===== config.mk =====
export PLATFORM = sky130hd
export DESIGN_NAME = pidm_top
export DESIGN_NICKNAME = d
export VERILOG_FILES = /design/src/pidm_pkg.sv /design/src/pidm_top.sv /design/src/pidm_rise.sv
export VERILOG_INCLUDE_DIRS = /design/src /design/src/src
export SDC_FILE = /design/constraint.sdc
export NUM_CORES = 1
export LEC_CHECK = 0
export ABC_AREA = 0
export BUFFER_PORTS_ARGS = -buffer_cell sky130_fd_sc_hd__buf_2
export CAP_MARGIN = 20
export CORE_MARGIN = 3
export CORE_UTILIZATION = 35
export DETAILED_ROUTE_END_ITERATION = 6
export GPL_ROUTABILITY_DRIVEN = 0
export PLACE_DENSITY_LB_ADDON = 0.2
export SYNTH_ARGS = -nofsm -noshare
export SYNTH_HDL_FRONTEND = slang
export SYNTH_SLANG_ARGS = --single-unit

===== constraint.sdc =====
create_clock -name CLOCK -period 2.55 [get_ports CLOCK]
set_input_delay 0.255 -clock CLOCK [delete_from_list [all_inputs] [get_ports CLOCK]]
set_output_delay 0.255 -clock CLOCK [all_outputs]
set_load 0.03 [all_outputs]

===== src/pidm_consts.svh =====
/*
 * Constants of the polled I/O data mapper: register offsets, reset values,
 * control and status bit positions, and instance numbers.
 * Assumes it is included by its bare name from src/ and defines nothing else.
 */
`ifndef PIDM_CONSTS_SVH
`define PIDM_CONSTS_SVH

// Register byte offsets on the Wishbone slave.
`define PIDM_ADR_OUT_W0     8'h00
`define PIDM_ADR_OUT_W1     8'h04
`define PIDM_ADR_CFG        8'h08
`define PIDM_ADR_IN_DATA    8'h0c
`define PIDM_ADR_STATUS     8'h10

// Reset values.
`define PIDM_RST_OUT_W0     32'h0000_0000
`define PIDM_RST_OUT_W1     32'h0000_0000
`define PIDM_RST_CFG        16'h6564

// Consumed control byte bit positions.
`define PIDM_CTL_FWD        0
`define PIDM_CTL_REV        1
`define PIDM_CTL_FAULT_RST  2
`define PIDM_CTL_COAST      3
`define PIDM_CTL_NET_RUN    5
`define PIDM_CTL_NET_REF    6

// Produced status byte bit positions.
`define PIDM_ST_TRIP        0
`define PIDM_ST_WARN        1
`define PIDM_ST_FWD         2
`define PIDM_ST_REV         3
`define PIDM_ST_READY       4
`define PIDM_ST_NET_RUN     5
`define PIDM_ST_NET_REF     6
`define PIDM_ST_ARRIVAL     7

// Instance numbers.
`define PIDM_INST_OUT_20    8'h14
`define PIDM_INST_OUT_21    8'h15
`define PIDM_INST_OUT_100   8'h64
`define PIDM_INST_IN_70     8'h46
`define PIDM_INST_IN_71     8'h47
`define PIDM_INST_IN_101    8'h65

// Status register bit positions.
`define PIDM_STAT_PAIR_ERR  0
`define PIDM_STAT_FWD_ARMED 1
`define PIDM_STAT_REV_ARMED 2

`endif


===== src/pidm_pkg.sv =====
/*
 * Types of the polled I/O data mapper: drive-side carriers and the state
 * record of the top module.
 * Assumes nothing beyond a SystemVerilog compiler.
 */
package pidm_pkg;

  typedef enum logic [0:0] {
    PIDM_BUS_IDLE = 1'b0,
    PIDM_BUS_ACK  = 1'b1
  } pidm_bus_state_t;

  typedef struct packed {
    logic [15:0] freq;
    logic [15:0] accel;
    logic [15:0] decel;
  } pidm_setpoint_t;

  typedef struct packed {
    logic        trip;
    logic        warning;
    logic        ready;
    logic        arrival;
    logic        running_fwd;
    logic        running_rev;
    logic [2:0]  state_code;
    logic [15:0] freq_mon;
  } pidm_feedback_t;

  typedef struct packed {
    logic run_fwd;
    logic run_rev;
    logic coast;
    logic fault_reset;
  } pidm_command_t;

  typedef struct packed {
    pidm_bus_state_t bus_state;
    logic            ack;
    logic [31:0]     dat_o;
    logic [31:0]     out_w0;
    logic [31:0]     out_w1;
    logic [15:0]     cfg;
    logic            fwd_armed;
    logic            rev_armed;
    logic            pair_err;
    logic [31:0]     produced;
    pidm_command_t   command;
    pidm_setpoint_t  setpoint;
  } pidm_top_state_t;

endpackage


===== src/pidm_top.sv =====
/*
 * Polled I/O data mapper: decodes seven of the eight consumed bytes of the network
 * output instance into drive commands and setpoints, and builds the four
 * produced bytes of input instance 70 or 71 from drive feedback.
 * Assumes a classic Wishbone master on the register side that writes the
 * consumed bytes and reads the produced ones, and drive logic on the other
 * side that is synchronous to CLOCK.
 */
// The Wishbone interface to the registers and the placing of the registers were decided locally.
`timescale 1ns/1ps
`default_nettype none

`include "pidm_consts.svh"

module pidm_top
  import pidm_pkg::*;
(
  input  wire logic                     CLOCK,
  input  wire logic                     RESETN,
  input  wire logic                     WB_CYC_I,
  input  wire logic                     WB_STB_I,
  input  wire logic                     WB_WE_I,
  input  wire logic [7:0]               WB_ADR_I,
  input  wire logic [3:0]               WB_SEL_I,
  input  wire logic [31:0]              WB_DAT_I,
  output      logic [31:0]              WB_DAT_O,
  output      logic                     WB_ACK_O,
  input  wire logic                     LOCAL_FWD,
  input  wire logic                     LOCAL_REV,
  input  wire pidm_pkg::pidm_setpoint_t STORED_SET,
  input  wire pidm_pkg::pidm_feedback_t FEEDBACK,
  output      pidm_pkg::pidm_command_t  COMMAND,
  output      pidm_pkg::pidm_setpoint_t SETPOINT,
  output      logic [31:0]              PRODUCED,
  output      logic                     PAIR_ERROR
);

  import pidm_pkg::*;

  pidm_top_state_t state;
  pidm_top_state_t next_state;

  logic [7:0] ctl;
  logic [7:0] ctl_rise;
  logic [7:0] out_inst;
  logic [7:0] in_inst;
  logic [7:0] word_adr;
  logic       bus_req;

  assign ctl      = state.out_w0[7:0];
  assign out_inst = state.cfg[7:0];
  assign in_inst  = state.cfg[15:8];
  assign word_adr = {WB_ADR_I[7:2], 2'b00};
  assign bus_req  = WB_CYC_I & WB_STB_I;

  // Edges of the control byte drive the fault reset pulse and run arming.
  pidm_rise #(
    .WIDTH (8)
  ) u_ctl_rise (
    .clock  (CLOCK),
    .resetn (RESETN),
    .level  (ctl),
    .rise   (ctl_rise)
  );

  // Applies the enabled byte lanes of a write onto a stored word.
  function automatic logic [31:0] merge_lanes(input logic [31:0] old_word,
                                              input logic [31:0] new_word,
                                              input logic [3:0]  sel);
    logic [31:0] result;
    result = old_word;
    for (int i = 0; i < 4; i++) begin
      if (sel[i]) begin
        result[i*8 +: 8] = new_word[i*8 +: 8];
      end
    end
    return result;
  endfunction

  // Builds the produced status byte for the selected input instance.
  function automatic logic [7:0] status_byte(input logic [7:0]     inst,
                                             input pidm_feedback_t fb,
                                             input logic [7:0]     c);
    logic [7:0] result;
    result = 8'h00;
    if (inst == `PIDM_INST_IN_70) begin
      result[`PIDM_ST_TRIP] = fb.trip;
      result[`PIDM_ST_FWD]  = fb.running_fwd;
    end else begin
      result[`PIDM_ST_TRIP]    = fb.trip;
      result[`PIDM_ST_WARN]    = fb.warning;
      result[`PIDM_ST_FWD]     = fb.running_fwd;
      result[`PIDM_ST_REV]     = fb.running_rev;
      result[`PIDM_ST_READY]   = fb.ready;
      result[`PIDM_ST_NET_RUN] = c[`PIDM_CTL_NET_RUN];
      result[`PIDM_ST_NET_REF] = c[`PIDM_CTL_NET_REF];
      result[`PIDM_ST_ARRIVAL] = fb.arrival;
    end
    return result;
  endfunction

  always_comb begin
    logic        net_run;
    logic        net_ref;
    logic        want_fwd;
    logic        want_rev;
    logic [31:0] read_word;
    logic [31:0] cfg_word;
    net_run   = 1'b0;
    cfg_word  = 32'h0000_0000;
    net_ref   = 1'b0;
    want_fwd  = 1'b0;
    want_rev  = 1'b0;
    read_word = 32'h0000_0000;

    next_state = state;

    // Wishbone slave: one answer per request, ack dropped the cycle after.
    case (state.bus_state)
      PIDM_BUS_IDLE: begin
        next_state.ack = 1'b0;
        if (bus_req) begin
          case (word_adr)
            `PIDM_ADR_OUT_W0: begin
              read_word = state.out_w0;
            end
            `PIDM_ADR_OUT_W1: begin
              read_word = state.out_w1;
            end
            `PIDM_ADR_CFG: begin
              read_word = {16'h0000, state.cfg};
            end
            `PIDM_ADR_IN_DATA: begin
              read_word = state.produced;
            end
            `PIDM_ADR_STATUS: begin
              read_word = 32'h0000_0000;
              read_word[`PIDM_STAT_PAIR_ERR]  = state.pair_err;
              read_word[`PIDM_STAT_FWD_ARMED] = state.fwd_armed;
              read_word[`PIDM_STAT_REV_ARMED] = state.rev_armed;
            end
            default: begin
              read_word = 32'h0000_0000;
            end
          endcase
          if (WB_WE_I) begin
            case (word_adr)
              `PIDM_ADR_OUT_W0: begin
                next_state.out_w0 = merge_lanes(state.out_w0, WB_DAT_I, WB_SEL_I);
              end
              `PIDM_ADR_OUT_W1: begin
                next_state.out_w1 = merge_lanes(state.out_w1, WB_DAT_I, WB_SEL_I);
              end
              `PIDM_ADR_CFG: begin
                cfg_word       = merge_lanes({16'h0000, state.cfg}, WB_DAT_I, WB_SEL_I);
                next_state.cfg = cfg_word[15:0];
              end
              default: begin
                next_state.cfg = state.cfg;
              end
            endcase
            next_state.dat_o = 32'h0000_0000;
          end else begin
            next_state.dat_o = read_word;
          end
          next_state.ack       = 1'b1;
          next_state.bus_state = PIDM_BUS_ACK;
        end
      end
      PIDM_BUS_ACK: begin
        next_state.ack       = 1'b0;
        next_state.dat_o     = 32'h0000_0000;
        next_state.bus_state = PIDM_BUS_IDLE;
      end
      default: begin
        next_state.ack       = 1'b0;
        next_state.bus_state = PIDM_BUS_IDLE;
      end
    endcase

    // Only the named control bits are decoded; bits 4 and 7 and byte 1
    // have no effect on the drive.
    net_run = ctl[`PIDM_CTL_NET_RUN];
    net_ref = ctl[`PIDM_CTL_NET_REF];

    // A run bit arms only on its own rise while network control already
    // stands; a rise in the same write as network control does not count.
    if (!ctl[`PIDM_CTL_FWD] || !net_run) begin
      next_state.fwd_armed = 1'b0;
    end else if (ctl_rise[`PIDM_CTL_FWD] && !ctl_rise[`PIDM_CTL_NET_RUN]) begin
      next_state.fwd_armed = 1'b1;
    end
    if (!ctl[`PIDM_CTL_REV] || !net_run) begin
      next_state.rev_armed = 1'b0;
    end else if (ctl_rise[`PIDM_CTL_REV] && !ctl_rise[`PIDM_CTL_NET_RUN]) begin
      next_state.rev_armed = 1'b1;
    end

    if (net_run) begin
      want_fwd = state.fwd_armed;
      want_rev = state.rev_armed;
    end else begin
      want_fwd = LOCAL_FWD;
      want_rev = LOCAL_REV;
    end

    // Both directions at once, or a coast request, leave the drive unpowered.
    next_state.command.coast       = ctl[`PIDM_CTL_COAST];
    next_state.command.run_fwd     = want_fwd & ~want_rev & ~ctl[`PIDM_CTL_COAST];
    next_state.command.run_rev     = want_rev & ~want_fwd & ~ctl[`PIDM_CTL_COAST];
    next_state.command.fault_reset = ctl_rise[`PIDM_CTL_FAULT_RST];

    if (net_ref) begin
      next_state.setpoint.freq  = state.out_w0[31:16];
      next_state.setpoint.accel = state.out_w1[15:0];
      next_state.setpoint.decel = state.out_w1[31:16];
    end else begin
      next_state.setpoint = STORED_SET;
    end

    next_state.produced[7:0]   = status_byte(in_inst, FEEDBACK, ctl);
    next_state.produced[15:8]  = {5'h00, FEEDBACK.state_code};
    next_state.produced[31:16] = FEEDBACK.freq_mon;

    next_state.pair_err = !(((out_inst == `PIDM_INST_OUT_20)  && (in_inst == `PIDM_INST_IN_70))
                         || ((out_inst == `PIDM_INST_OUT_21)  && (in_inst == `PIDM_INST_IN_71))
                         || ((out_inst == `PIDM_INST_OUT_100) && (in_inst == `PIDM_INST_IN_101)));
  end

  always_ff @(posedge CLOCK) begin
    if (!RESETN) begin
      state           <= '0;
      state.bus_state <= PIDM_BUS_IDLE;
      state.out_w0    <= `PIDM_RST_OUT_W0;
      state.out_w1    <= `PIDM_RST_OUT_W1;
      state.cfg       <= `PIDM_RST_CFG;
    end else begin
      state <= next_state;
    end
  end

  assign WB_DAT_O   = state.dat_o;
  assign WB_ACK_O   = state.ack;
  assign COMMAND    = state.command;
  assign SETPOINT   = state.setpoint;
  assign PRODUCED   = state.produced;
  assign PAIR_ERROR = state.pair_err;

endmodule

`default_nettype wire


===== src/pidm_rise.sv =====
/*
 * Rising-edge detector over a vector of levels; one pulse per bit that goes
 * from zero to one between two clock edges.
 * Assumes the levels are synchronous to CLOCK.
 */
`timescale 1ns/1ps
`default_nettype none

module pidm_rise #(
  parameter int WIDTH = 8
) (
  input  wire logic             clock,
  input  wire logic             resetn,
  input  wire logic [WIDTH-1:0] level,
  output      logic [WIDTH-1:0] rise
);

  typedef struct packed {
    logic [WIDTH-1:0] prev;
  } pidm_rise_state_t;

  pidm_rise_state_t state;
  pidm_rise_state_t next_state;

  always_comb begin
    next_state.prev = level;
  end

  always_ff @(posedge clock) begin
    if (!resetn) begin
      state <= '0;
    end else begin
      state <= next_state;
    end
  end

  assign rise = level & ~state.prev;

endmodule

`default_nettype wire


==> flow_metrics.tcl <==
set metrics [dict create \
    status "complete, no violations" \
    critPathCaptureType "register" \
    power_density_mw_per_mm2 651 \
    yosysTopAreaCell "dfxtp_1" \
    postCtsSetupRepairBufs 0 \
    worst_ep_arrival_time_ns 2.23 \
    clk_path_buf_depth 2 \
    startpoint_type "register" \
    register_area_mm2 0.00399 \
    max_slew_margin_pct 57.9 \
    synth_edf_count 0 \
    synth_seq_cells 199 \
    fin_ws_ns 0.616 \
    route.detailed.drc 0 \
    setup_tns_ns 0 \
    grt_usage_pct 16.9 \
    fin_cells 1317 \
    path_buf_inv 1 \
    syn2layout_area_growth_pct 13.6 \
    slowest_delay_ns 0.64 \
    die_y_um 163 \
    cts_tree "yes" \
    hold_viol 0 \
    post-route-period-util_pct 75.9 \
    dpl.cell_count 1285 \
    drtAntennaViolNets 0 \
    synth_area_per_cell_um2 9.77 \
    drtIter0Drc 378 \
    worst_pin_slew_ns 0.632 \
    ys_types 37 \
    synth_commonest_cells "dfxtp_1 (199), buf_4 (120), o21ai_0 (89)" \
    syn_inst 886 \
    grt_max_degree 101 \
    cts_buffers 17 \
    portBuffers 234 \
    htreeDepth 4 \
    dp_slack_ns 0.620 \
    wire_per_inst_um 17.2 \
    diodes 0 \
    core_mm2 0.0239 \
    p_leak_nw 4.07 \
    fin_nets 1110 \
    synth.most_common_cell "dfxtp_1" \
    drt_wl_total_um 22600 \
    ir_worst_vdd_v 0.000330 \
    post-dp-hpwl_um 16600 \
    grt_overflow_total 0 \
    cts_sinks 199 \
    path_clk_slew_ns 0.08 \
    ys_seq_area_share_pct 46.0 \
    path_cells "and4b_1 > buf_4 > nand4_4 > mux2i_1 > nand2_1" \
    worstPathRequired_ns 2.85 \
    grt_pass1_vias 5945 \
    fin_worst_skew_ns 0.0120 \
    crit_fanout 13 \
    dr.pass1.iters 5 \
    fillers 2390 \
    yosys_warnings 0 \
    clock_latency_ns 0.43 \
    finalMaxSlewViolations 0 \
    netlist.area_leader.share_pct 46.0 \
    antenna_found_initial 4 \
    synth.area.top_cells "dfxtp_1 (46%), buf_4 (10%), mux2i_1 (8.8%)" \
    drive_above_1_share_pct 30.6 \
    hold_class "input pin to register" \
    row_count 56 \
    die_area_mm2 0.0267 \
    setup_viol 0 \
    multi_input_area_mm2 0.00351 \
    synth_flop_cell "dfxtp_1" \
    synthArstFlopShare_pct 0 \
    maxCapViolCount 0 \
    dr_total_vias 6243 \
    netlist_area_mm2 0.00866 \
    fmax_mhz 517 \
    ios 242 \
    cts-root-buf "clkbuf_16" \
    post-route-min-period_ns 1.93 \
    critPathKind "register to register" \
    initial_core_util_pct 36.2 \
    rsz0062_at_grt "no" \
    routed_via_density 4.74 \
    die_w_um 163 \
    grt_pass1_wl_um 34700 \
    slowest_stage "and4b_1" \
    crit_family "simple AND/OR/NAND/NOR gates" \
]
==> repair_timing <==
action                                 CTS  global route
hold buffers                             1             0
resized for setup                        0             0
endpoints found under the hold margin    1             0
==> per-stage QoR <==
stage	util, %	power [W]	hold slack (ns)	area, um2
3_3_place_gp	38.8	0.00385	0.378	9260
2_1_floorplan	-	0.00371	0.367	8670
6_report	41.2	0.00640	0.0221	9830
4_1_cts	41.2	0.00648	0.00171	9830
5_1_grt	41.2	0.00665	0.00516	9830
3_5_place_dp	38.8	0.00385	0.385	9260
==> metal layers <==
layer	vias up	global-route usage, %	wire length (um)
met5	-	0	38
met3	19	4.18	1460
met4	6	4.04	170
met2	201	23.5	9280
met1	2867	26.1	11700
li1	3150	-	-
==> flip-flops by register name, indices dropped and copies added (netlist names) <==
| register | count |
|---|---|
| state | 59 |
| SETPOINT | 48 |
| WB_DAT_O | 32 |
| PRODUCED | 27 |
| ctl | 8 |
| in_inst | 8 |
| out_inst | 8 |
| u_ctl_rise.state | 5 |
| COMMAND | 3 |
| PAIR_ERROR | 1 |
==> path summary, 6_finish.rpt <==
path                  startpoint          end  slack [ns]  cells after the start
max reg2reg           state[200]  out_inst[2]        0.62                      5
min reg2reg  u_ctl_rise.state[2]   COMMAND[0]        0.39                      1
min                 FEEDBACK[19]  PRODUCED[3]        0.02                      2
max                   state[200]  out_inst[2]        0.62                      5
==> final cells by class <==
cell class	count	area share [%]
timing repair buffer	253	13.8
clock inverter	12	1.22
inverter	4	0.153
multi-input combinational	511	35.7
tap	319	4.06
clock buffer	19	4.50
sequential	199	40.6
==> logic make-up after synthesis <==
| kind of cell | synth area share, % |
|---|---|
| simple gates | 19.7 |
| flops | 46.0 |
| buf+inv | 13.8 |
| compound gates | 8.86 |
| mux | 11.7 |
| other cells | 0.0433 |
==> cell usage in the layout, fill, tap and decap left out, types with 5 or more instances in the layout <==
master / instances
a22oi_1: 29
and2_1: 31
buf_2: 233
buf_4: 15
clkbuf_16: 17
conb_1: 5
dfxtp_1: 198
mux2i_1: 76
mux4_2: 11
nand2_1: 47
nand3_1: 86
nand4_1: 5
nand4_4: 7
nor2_1: 8
nor2b_1: 81
o21ai_0: 89
o2bb2ai_1: 5
==> report_power, final <==
part	internal, W	switching (W)	leakage, nW	total (W)
clock	0.00139	0.00124	0.266	0.00263
sequential	0.00317	0.0000232	1.62	0.00319
combinational	0.000214	0.000363	2.18	0.000577
total	0.00477	0.00163	4.07	0.00640
Power figures use the tool's default switching activity.
